--- src/pkg/etpc_pkg.sv ---
// Constants, types and helpers shared by the emission timing and preamble logic.
// Assumes one clock domain; the time reference arrives as a tick pin.
package etpc_pkg;

  // ==========================================================================
  // Sizes
  localparam int TIME_W = 32;
  localparam int SLOTS = 4;
  localparam int SLOT_W = 2;
  localparam int PRE_DEPTH = 32;
  localparam int PTR_W = 5;
  localparam logic [PTR_W-1:0] PTR_LAST = 5'h1f;
  localparam logic [PTR_W-1:0] CHK_BYTES = 5'h02;
  localparam logic [1:0] HDR_BYTES = 2'h2;

  // ==========================================================================
  // Timing counts, in reference ticks, and the vote ceiling
  localparam logic [TIME_W-1:0] SETUP_LEAD = 32'h0000_0010;
  localparam logic [TIME_W-1:0] TIME_RESET = 32'h0000_0000;
  localparam logic [3:0] VOTE_MAX = 4'hf;

  // ==========================================================================
  // Record field positions
  localparam int REC_PRE_LSB = 0;
  localparam int REC_TXON = 4;
  localparam int REC_LVL_LSB = 5;
  localparam int REC_CFG_LSB = 9;
  localparam int REC_NET_LSB = 17;
  localparam int REC_ANT_LSB = 33;
  localparam int REC_OFF_LSB = 49;
  localparam int REC_W = 65;

  typedef logic [REC_W-1:0] record_type;
  typedef enum logic [1:0] {P_EMPTY, P_FILL, P_HELD, P_SEND} parse_state_type;

  // ==========================================================================
  // Helpers
  // The offset is signed so that a transmitter may be advanced or delayed.
  function automatic logic [TIME_W-1:0] launch_time(input logic [TIME_W-1:0] t,
                                                   input record_type r);
    launch_time = t + {{16{r[REC_OFF_LSB+15]}}, r[REC_OFF_LSB +: 16]}
                - {16'h0000, r[REC_ANT_LSB +: 16]};
  endfunction : launch_time

  function automatic logic [3:0] vote_count(input logic same, input logic [3:0] cnt);
    if (cnt == 4'h0) begin
      vote_count = 4'h1;
    end else if (same) begin
      vote_count = (cnt == VOTE_MAX) ? cnt : cnt + 4'h1;
    end else begin
      vote_count = cnt - 4'h1;
    end
  endfunction : vote_count

endpackage : etpc_pkg

--- src/emission_timing_preamble_control.sv ---
// Timing manager with its record store, and the preamble parser below it.
// Assumes the demultiplexer shares clk; the time reference tick is a raw pin.
//
// Operation
// - Accept and store timing records.
// - Records control only, never emitted.
// - Reference time fixes bootstrap leading edge.
// - Same reference yields frequency reference.
// - Buffer records well ahead of use.
// - Match copies by emission time; majority vote.
// - Copy counts read from record stream.
// - Pass preamble copy count to parser.
// - Bootstrap config, antenna delay, path delays.
// - Preamble insertion, offsets, identifier insertion control.
// - Parser accepts and buffers preamble packets.
// - Release preamble right after the bootstrap.
// - Strip length and check fields.
// - Decode stage instructions, deliver when told.
// - Preamble held until its frame emits.
// - Match preamble copies by emission time.
`timescale 1ns/1ps
module emission_timing_preamble_control
  import etpc_pkg::*;
(
  // Clock and reset
  input wire logic clk,
  input wire logic srst,
  // Timing records from the demultiplexer
  input wire logic tmValid,
  input wire logic [TIME_W-1:0] tmTime,
  input wire logic [3:0] tmCopies,
  input wire logic [3:0] tmPreCopies,
  input wire logic [15:0] tmOffset,
  input wire logic [15:0] tmAntDelay,
  input wire logic [15:0] tmNetDelay,
  input wire logic [7:0] tmBsConfig,
  input wire logic [3:0] tmTxIdLevel,
  input wire logic tmTxIdOn,
  // Precise time reference tick pin
  input wire logic refTickPin,
  // Preamble bytes from the demultiplexer
  input wire logic preValid,
  input wire logic preFirst,
  input wire logic preLast,
  input wire logic [7:0] preData,
  input wire logic [TIME_W-1:0] preTime,
  // Emission control
  output logic [TIME_W-1:0] timeNow,
  output logic freqRef,
  output logic bootstrapStart,
  output logic [7:0] bootstrapConfig,
  output logic [15:0] antennaPathDelayCompensation,
  output logic [15:0] dataPathDelay,
  output logic [3:0] txIdLevel,
  output logic txIdEnable,
  output logic recordDrop,
  // Preamble stream and stage instructions
  output logic insValid,
  output logic insLast,
  output logic [7:0] insData,
  output logic stageValid,
  output logic [7:0] stageModulation,
  output logic [7:0] stageCoding,
  output logic [3:0] preambleCopies
);

  // ==========================================================================
  // Time reference
  logic refMeta, refSync, refLast;
  logic tick;
  logic [TIME_W-1:0] next_timeNow, nowNext;

  assign tick = refSync & ~refLast;
  assign nowNext = timeNow + 32'h0000_0001;

  always_comb begin
    next_timeNow = timeNow;
    if (tick) begin
      next_timeNow = nowNext;
    end
  end

  always_ff @(posedge clk) begin
    if (srst) begin
      refMeta <= 1'b0;
      refSync <= 1'b0;
      refLast <= 1'b0;
      timeNow <= TIME_RESET;
      freqRef <= 1'b0;
    end else begin
      refMeta <= refTickPin;
      refSync <= refMeta;
      refLast <= refSync;
      timeNow <= next_timeNow;
      freqRef <= tick;
    end
  end

  // ==========================================================================
  // Record store and emission scheduling
  logic slotValid [SLOTS];
  logic [TIME_W-1:0] slotTime [SLOTS];
  record_type slotRec [SLOTS];
  logic [3:0] slotVotes [SLOTS];
  logic [3:0] slotSeen [SLOTS];
  logic slotFired [SLOTS];
  logic next_slotValid [SLOTS];
  logic [TIME_W-1:0] next_slotTime [SLOTS];
  record_type next_slotRec [SLOTS];
  logic [3:0] next_slotVotes [SLOTS];
  logic [3:0] next_slotSeen [SLOTS];
  logic next_slotFired [SLOTS];

  logic next_bootstrapStart, next_txIdEnable, next_recordDrop;
  logic [7:0] next_bootstrapConfig;
  logic [15:0] next_antennaPathDelayCompensation, next_dataPathDelay;
  logic [3:0] next_txIdLevel, preCopies, next_preCopies;
  logic setupGo, releaseGo, discardGo;
  logic next_setupGo, next_releaseGo, next_discardGo;
  logic [TIME_W-1:0] setupTime, releaseTime, discardTime;
  logic [TIME_W-1:0] next_setupTime, next_releaseTime, next_discardTime;
  logic hit, free;
  logic [SLOT_W-1:0] hitIdx, freeIdx;
  logic [TIME_W-1:0] launch;
  record_type incoming;

  // Timing records steer the control outputs only; they never reach insData.
  assign incoming = {tmOffset, tmAntDelay, tmNetDelay, tmBsConfig,
                     tmTxIdLevel, tmTxIdOn, tmPreCopies};

  always_comb begin
    hit = 1'b0;
    free = 1'b0;
    hitIdx = '0;
    freeIdx = '0;
    launch = TIME_RESET;
    next_slotValid = slotValid;
    next_slotTime = slotTime;
    next_slotRec = slotRec;
    next_slotVotes = slotVotes;
    next_slotSeen = slotSeen;
    next_slotFired = slotFired;
    next_bootstrapStart = 1'b0;
    next_bootstrapConfig = bootstrapConfig;
    next_antennaPathDelayCompensation = antennaPathDelayCompensation;
    next_dataPathDelay = dataPathDelay;
    next_txIdLevel = txIdLevel;
    next_txIdEnable = txIdEnable;
    next_recordDrop = 1'b0;
    next_preCopies = preCopies;
    next_setupGo = 1'b0;
    next_setupTime = setupTime;
    next_releaseGo = 1'b0;
    next_releaseTime = releaseTime;
    next_discardGo = 1'b0;
    next_discardTime = discardTime;

    // When two slots act in one tick the higher index wins the strobes.
    for (int i = 0; i < SLOTS; i++) begin
      launch = launch_time(slotTime[i], slotRec[i]);
      if (slotValid[i] && tick) begin
        if (launch - SETUP_LEAD == nowNext) begin
          next_setupGo = 1'b1;
          next_setupTime = slotTime[i];
        end
        if (launch == nowNext) begin
          next_bootstrapStart = 1'b1;
          next_bootstrapConfig = slotRec[i][REC_CFG_LSB +: 8];
          next_antennaPathDelayCompensation = slotRec[i][REC_ANT_LSB +: 16];
          next_dataPathDelay = slotRec[i][REC_NET_LSB +: 16];
          next_txIdLevel = slotRec[i][REC_LVL_LSB +: 4];
          next_txIdEnable = slotRec[i][REC_TXON];
          next_releaseGo = 1'b1;
          next_releaseTime = slotTime[i];
          next_slotFired[i] = 1'b1;
        end else if (launch < nowNext) begin
          next_slotValid[i] = 1'b0;
          if (!slotFired[i]) begin
            next_discardGo = 1'b1;
            next_discardTime = slotTime[i];
          end
        end
      end
    end

    for (int i = SLOTS - 1; i >= 0; i--) begin
      if (slotValid[i] && slotTime[i] == tmTime) begin
        hit = 1'b1;
        hitIdx = SLOT_W'(i);
      end
      if (!slotValid[i]) begin
        free = 1'b1;
        freeIdx = SLOT_W'(i);
      end
    end

    if (tmValid) begin
      if (hit) begin
        // Extra copies beyond the announced count are ignored.
        if (slotSeen[hitIdx] < tmCopies) begin
          next_slotSeen[hitIdx] = slotSeen[hitIdx] + 4'h1;
          next_slotVotes[hitIdx] = vote_count(incoming == slotRec[hitIdx],
                                              slotVotes[hitIdx]);
          if (slotVotes[hitIdx] == 4'h0) begin
            next_slotRec[hitIdx] = incoming;
          end
        end
      end else if (free) begin
        next_slotValid[freeIdx] = 1'b1;
        next_slotTime[freeIdx] = tmTime;
        next_slotRec[freeIdx] = incoming;
        next_slotVotes[freeIdx] = 4'h1;
        next_slotSeen[freeIdx] = 4'h1;
        next_slotFired[freeIdx] = 1'b0;
      end else begin
        next_recordDrop = 1'b1;
      end
      next_preCopies = tmPreCopies;
    end
  end

  always_ff @(posedge clk) begin
    if (srst) begin
      for (int i = 0; i < SLOTS; i++) begin
        slotValid[i] <= 1'b0;
        slotTime[i] <= TIME_RESET;
        slotRec[i] <= '0;
        slotVotes[i] <= 4'h0;
        slotSeen[i] <= 4'h0;
        slotFired[i] <= 1'b0;
      end
      bootstrapStart <= 1'b0;
      bootstrapConfig <= 8'h00;
      antennaPathDelayCompensation <= 16'h0000;
      dataPathDelay <= 16'h0000;
      txIdLevel <= 4'h0;
      txIdEnable <= 1'b0;
      recordDrop <= 1'b0;
      preCopies <= 4'h0;
      setupGo <= 1'b0;
      setupTime <= TIME_RESET;
      releaseGo <= 1'b0;
      releaseTime <= TIME_RESET;
      discardGo <= 1'b0;
      discardTime <= TIME_RESET;
    end else begin
      slotValid <= next_slotValid;
      slotTime <= next_slotTime;
      slotRec <= next_slotRec;
      slotVotes <= next_slotVotes;
      slotSeen <= next_slotSeen;
      slotFired <= next_slotFired;
      bootstrapStart <= next_bootstrapStart;
      bootstrapConfig <= next_bootstrapConfig;
      antennaPathDelayCompensation <= next_antennaPathDelayCompensation;
      dataPathDelay <= next_dataPathDelay;
      txIdLevel <= next_txIdLevel;
      txIdEnable <= next_txIdEnable;
      recordDrop <= next_recordDrop;
      preCopies <= next_preCopies;
      setupGo <= next_setupGo;
      setupTime <= next_setupTime;
      releaseGo <= next_releaseGo;
      releaseTime <= next_releaseTime;
      discardGo <= next_discardGo;
      discardTime <= next_discardTime;
    end
  end

  // ==========================================================================
  // Preamble parser
  preamble_parser preamble_parser_inst (
    .clk(clk),
    .srst(srst),
    .preValid(preValid),
    .preFirst(preFirst),
    .preLast(preLast),
    .preData(preData),
    .preTime(preTime),
    .copiesExpected(preCopies),
    .setupGo(setupGo),
    .setupTime(setupTime),
    .releaseGo(releaseGo),
    .releaseTime(releaseTime),
    .discardGo(discardGo),
    .discardTime(discardTime),
    .insValid(insValid),
    .insLast(insLast),
    .insData(insData),
    .stageValid(stageValid),
    .stageModulation(stageModulation),
    .stageCoding(stageCoding),
    .preambleCopies(preambleCopies)
  );
endmodule : emission_timing_preamble_control

--- src/preamble_parser.sv ---
// Preamble buffer, trimmer and stage instruction decoder.
// Assumes release, setup and discard strobes come from the timing manager.
`timescale 1ns/1ps
module preamble_parser
  import etpc_pkg::*;
(
  // Clock and reset
  input wire logic clk,
  input wire logic srst,
  // Preamble bytes from the demultiplexer
  input wire logic preValid,
  input wire logic preFirst,
  input wire logic preLast,
  input wire logic [7:0] preData,
  input wire logic [TIME_W-1:0] preTime,
  // Control from the timing manager
  input wire logic [3:0] copiesExpected,
  input wire logic setupGo,
  input wire logic [TIME_W-1:0] setupTime,
  input wire logic releaseGo,
  input wire logic [TIME_W-1:0] releaseTime,
  input wire logic discardGo,
  input wire logic [TIME_W-1:0] discardTime,
  // Outputs
  output logic insValid,
  output logic insLast,
  output logic [7:0] insData,
  output logic stageValid,
  output logic [7:0] stageModulation,
  output logic [7:0] stageCoding,
  output logic [3:0] preambleCopies
);

  // ==========================================================================
  // State
  parse_state_type state, next_state;
  logic [7:0] mem [PRE_DEPTH];
  logic [7:0] next_mem [PRE_DEPTH];
  logic [TIME_W-1:0] bufTime, next_bufTime;
  logic [PTR_W-1:0] wr, next_wr, rd, next_rd;
  logic [1:0] hdr, next_hdr;
  logic [3:0] next_copies;
  logic next_insValid, next_insLast, next_stageValid;
  logic [7:0] next_insData, next_stageModulation, next_stageCoding;

  always_comb begin
    next_state = state;
    next_mem = mem;
    next_bufTime = bufTime;
    next_wr = wr;
    next_rd = rd;
    next_hdr = hdr;
    next_copies = preambleCopies;
    next_insValid = 1'b0;
    next_insLast = 1'b0;
    next_insData = insData;
    next_stageValid = 1'b0;
    next_stageModulation = stageModulation;
    next_stageCoding = stageCoding;
    unique case (state)
      P_EMPTY: begin
        if (preValid && preFirst && !preLast) begin
          next_bufTime = preTime;
          next_hdr = 2'h1;
          next_wr = '0;
          next_state = P_FILL;
        end
      end
      P_FILL: begin
        if (preValid) begin
          if (hdr != HDR_BYTES) begin
            next_hdr = hdr + 2'h1;
          end else if (wr != PTR_LAST) begin
            next_mem[wr] = preData;
            next_wr = wr + 5'h01;
          end
          if (preLast) begin
            // The check word is written, then cut off by pulling the pointer back.
            if (next_wr >= CHK_BYTES) begin
              next_wr = next_wr - CHK_BYTES;
              next_copies = 4'h1;
              next_state = P_HELD;
            end else begin
              next_state = P_EMPTY;
            end
          end
        end
      end
      P_HELD: begin
        if (preValid && preFirst && preTime == bufTime && preambleCopies != copiesExpected) begin
          next_copies = preambleCopies + 4'h1;
        end
        if (setupGo && setupTime == bufTime && wr >= CHK_BYTES) begin
          next_stageValid = 1'b1;
          next_stageModulation = mem[0];
          next_stageCoding = mem[1];
        end
        if (discardGo && discardTime == bufTime) begin
          next_state = P_EMPTY;
        end else if (releaseGo && releaseTime == bufTime) begin
          if (wr == '0) begin
            next_state = P_EMPTY;
          end else begin
            next_insValid = 1'b1;
            next_insData = mem[0];
            next_insLast = (wr == 5'h01);
            next_rd = 5'h01;
            next_state = (wr == 5'h01) ? P_EMPTY : P_SEND;
          end
        end
      end
      P_SEND: begin
        next_insValid = 1'b1;
        next_insData = mem[rd];
        next_rd = rd + 5'h01;
        if (next_rd == wr) begin
          next_insLast = 1'b1;
          next_state = P_EMPTY;
        end
      end
    endcase
  end

  always_ff @(posedge clk) begin
    if (srst) begin
      state <= P_EMPTY;
      bufTime <= TIME_RESET;
      wr <= '0;
      rd <= '0;
      hdr <= '0;
      preambleCopies <= 4'h0;
      insValid <= 1'b0;
      insLast <= 1'b0;
      insData <= 8'h00;
      stageValid <= 1'b0;
      stageModulation <= 8'h00;
      stageCoding <= 8'h00;
    end else begin
      state <= next_state;
      bufTime <= next_bufTime;
      wr <= next_wr;
      rd <= next_rd;
      hdr <= next_hdr;
      preambleCopies <= next_copies;
      insValid <= next_insValid;
      insLast <= next_insLast;
      insData <= next_insData;
      stageValid <= next_stageValid;
      stageModulation <= next_stageModulation;
      stageCoding <= next_stageCoding;
    end
  end

  // Storage needs no reset; the pointers guard every read.
  always_ff @(posedge clk) begin
    mem <= next_mem;
  end
endmodule : preamble_parser

--- config.mk ---
export PLATFORM = sky130hd
export DESIGN_NAME = emission_timing_preamble_control
export DESIGN_NICKNAME = d
export VERILOG_FILES = /design/src/pkg/etpc_pkg.sv /design/src/emission_timing_preamble_control.sv /design/src/preamble_parser.sv
export SDC_FILE = /design/constraint.sdc
export NUM_CORES = 2
export LEC_CHECK = 0
export ABC_CLOCK_PERIOD_IN_PS = 11400
export BUFFER_PORTS_ARGS = -buffer_cell sky130_fd_sc_hd__buf_4
export CORE_MARGIN = 3
export CORE_UTILIZATION = 49
export CTS_CLUSTER_DIAMETER = 200
export CTS_CLUSTER_SIZE = 14
export DETAILED_ROUTE_END_ITERATION = 12
export PLACE_DENSITY = 0.72
export SLEW_MARGIN = 20
export SYNTH_ARGS = -nofsm -noshare
export SYNTH_HDL_FRONTEND = slang
export SYNTH_HIERARCHICAL = 1
export SYNTH_SLANG_ARGS = --single-unit
export TNS_END_PERCENT = 100
--- constraint.sdc ---
create_clock -name clk -period 11.4 [get_ports clk]
set_clock_uncertainty 0.1 [all_clocks]
set_input_delay 1.71 -clock clk [delete_from_list [all_inputs] [get_ports clk]]
set_output_delay 1.71 -clock clk [all_outputs]
set_load 0.01 [all_outputs]
==> flow_summary.json <==
{
  "outcome": "completed",
  "initial_cell_density_of_the_core_pct": 49.45,
  "power.total_uw": 9497,
  "dpl.hpwl_mm": 199.7,
  "power_density_nw_per_um2": 132.7,
  "power.leakage_uw": 0.02941,
  "most_common_cell_in_the_netlist": "nand2_1",
  "rsz_0062_raised_after_global_routing": "no",
  "die_width_um": 373.4,
  "synth_cell_types": 129,
  "final_max_slew_viol_count": 0,
  "clock_tree.buffer_depth": 3,
  "stdcell_count": 9559,
  "grtUsageMet3_pct": 8.850,
  "fmax_achieved_mhz": 116.9,
  "ys_seq_elements": 946,
  "routabilityCongestion": 1.072,
  "timing.critical_path.arrival_ns": 9.02,
  "first_pass_iters": 9,
  "timing.critical_path.fanout_max": 33,
  "setup_violations": 0,
  "avgRoutedWirePerCell_um": 28.24,
  "summed_negative_setup_slack_over_all_endpoints_ns": 0,
  "dominantRegCellSynth": "dfxtp_1",
  "ioPinCount": 259,
  "totalWireLength_mm": 269.9,
  "final_layout_size_suffix_gt1_share_pct": 9.455,
  "relSlewSlack_pct": 19.96,
  "grt.met1_usage_pct": 48.78,
  "first_iter_violations": 8899,
  "dr_total_vias": 62340,
  "synth_area_um2": 66160,
  "dp_cells": 9435,
  "yosysWarningCount": 6,
  "clock_sink_count": 946,
  "placeableCoreArea_um2": 133800,
  "clkLatencyLatePin_ns": 0.72,
  "synth_cells": 7797,
  "cts_made_buffers": 77,
  "synthTopCellsByArea": "dfxtp_1 (21%), edfxtp_1 (12%), ha_1 (6.4%)",
  "num_rows": 134,
  "root_buffer": "clkbuf_16",
  "max_cap_viol_count": 0,
  "cts_tree": "done",
  "synth.cells.most_frequent": "nand2_1 (943), dfxtp_1 (690), a21oi_1 (651)",
  "grt_most_used_layer": "met2",
  "grt_first_pass_wirelength_mm": 391.9,
  "cts_post_setup_buffers_inserted": 0,
  "async_flop_share_pct": 0,
  "critical_path_class": "flip-flop to flip-flop",
  "clock_pin_slew_worst_setup_and_hold_paths_ns": 0.07,
  "post_drt_via_cell_ratio": 6.522,
  "post_synth_edffs": 256,
  "flow.area_growth_from_synthesis_pct": 8.140,
  "postSynthAreaPerCell_um2": 8.485,
  "critical_path_required_ns": 11.87,
  "max-vdd-ir-drop_mv": 0.1433,
  "route.antenna.remaining_nets": 0,
  "fin_nets": 8298,
  "groute.usage.overall_pct": 37.15,
  "synth_top_area_cell": "dfxtp_1",
  "max_slew.worst_pin.slew_ns": 1.192,
  "floorplan.die_area_um2": 139500,
  "finalWorstPathRequiredPeriod_ns": 8.553,
  "number_of_hold_violations_in_the_final_report": 0,
  "postCtsResizedCells": 0,
  "min_delay_path_class": "flip-flop to flip-flop",
  "dpl_worst_slack_ns": 3.180,
  "first_global_vias": 57530,
  "number_of_levels_in_the_clock_h_tree": 3,
  "timing.final.ws_setup_ns": 2.847,
  "floorplan.die.height_um": 373.4,
  "global_route.overflow_total": 0,
  "remaining_drc_errors": 0,
  "final_min_period_over_clock_period_pct": 75.02,
  "largest_net_degree_at_the_start_of_global_routing": 155,
  "synth-seq-area-share_pct": 32.50,
  "antenna_found_initial": 25,
  "placement.io_buffers": 258,
  "endpoint_kind": "flip-flop",
  "yosysTopAreaCellShare_pct": 20.88,
  "critPathLaunchType": "flip-flop",
  "postCtsHoldBufs": 0,
  "groute.layer.met2.usage_pct": 56.11
}
==> routing by layer <==
layer / wire, um / up-vias
li1: - / 27880
met1: 107100 / 29980
met2: 115300 / 3694
met3: 28710 / 762
met4: 18620 / 26
met5: 176 / -
==> flip-flops by register name (all words and copies together), names as in the netlist, 4 cells and up <==
signal / cells
preamble_parser_inst/mem: 256
slotTime: 128
slotSeen: 16
slotRec: 260
preamble_parser_inst/rd: 5
preamble_parser_inst/bufTime: 32
slotVotes: 16
releaseTime: 32
preamble_parser_inst/insData: 8
discardTime: 32
preCopies: 4
preamble_parser_inst/preambleCopies: 4
timeNow: 32
slotFired: 4
bootstrapConfig: 8
preamble_parser_inst/wr: 5
slotValid: 4
dataPathDelay: 16
preamble_parser_inst/stageCoding: 8
preamble_parser_inst/stageModulation: 8
txIdLevel: 4
antennaPathDelayCompensation: 16
setupTime: 32
==> through the flow <==
stage          utilization (%)  area (um2)  hold slack [ns]
2_1_floorplan                -       66180           0.3138
3_3_place_gp             51.78       69280           0.3326
3_5_place_dp             51.79       69290           0.3429
4_1_cts                  53.43       71480           0.3588
5_1_grt                  53.44       71500           0.3854
6_report                 53.47       71540           0.3603
==> area by class of cell <==
type	count	area (um2)
Clock buffer	99	2009
Antenna cell	17	42.54
Multi-Input combinational cell	5789	40690
Sequential cell	946	21510
Clock inverter	8	185.2
Inverter	564	2117
Fill cell	12410	62250
Tap cell	1768	2212
Timing Repair Buffer	368	2783
==> cells by family (layout without fill, tap and decap cells) <==
family,Yosys count,count (layout),share of synthesized area (%)
AO/OA/AOI/OAI,1863,1863,19.08
other,1,25,0.005668
multiplexers,396,396,7.541
flip-flops,946,946,32.50
AND/OR/NAND/NOR,2581,2581,18.69
XOR/XNOR,537,537,7.351
adder cells (fa/ha/maj),404,404,8.367
buffers and inverters,1069,1039,6.464
==> worst max-delay path, stage by stage (launching register included) <==
cell and delay, ns:
dfxtp_1 0.70, inv_1 0.24, fa_1 0.58, inv_1 0.04, ha_1 0.41, a21oi_1 0.47, o21ai_0 0.21, a31oi_1 0.39
a21boi_0 0.18, or3_1 0.37, a221o_1 0.42, or3_1 0.44, or3_1 0.47, or3_1 0.33, or4_4 0.51, a21oi_4 0.15
buf_4 0.48, and2_2 0.91, or3_4 0.71, o21ai_2 0.13
==> power by group <==
| part | switching, uW | total (uW) | internal [uW] |
|---|---|---|---|
| Combinational | 2180 | 3330 | 1150 |
| Clock | 1340 | 2590 | 1250 |
| Sequential | 80.8 | 3580 | 3500 |
==> path summary, 6_finish.rpt <==
kind,to,slack (ns),start,cells after the start
worst max-delay path,setupTime[1],2.85,slotTime[12],19
worst min-delay path,slotRec[133],0.36,slotRec[133],2
worst max register to register,setupTime[1],2.85,slotTime[12],19
worst min register to register,slotRec[133],0.36,slotRec[133],2
==> placed cells by master (no fill, tap or decap), types with 80 or more instances in the layout <==
cell / instances
nor3_1: 124
nand4_1: 145
a21oi_1: 651
mux2i_1: 302
o21ai_0: 182
edfxtp_1: 256
nand3_1: 143
xnor2_1: 248
dfxtp_1: 688
mux4_2: 80
nand2_1: 938
nor2_1: 619
a21o_1: 114
buf_4: 366
a211oi_1: 265
xor2_1: 269
inv_1: 556
nor4_1: 120
ha_1: 340
No activity file was read; power rests on OpenSTA's default activity.
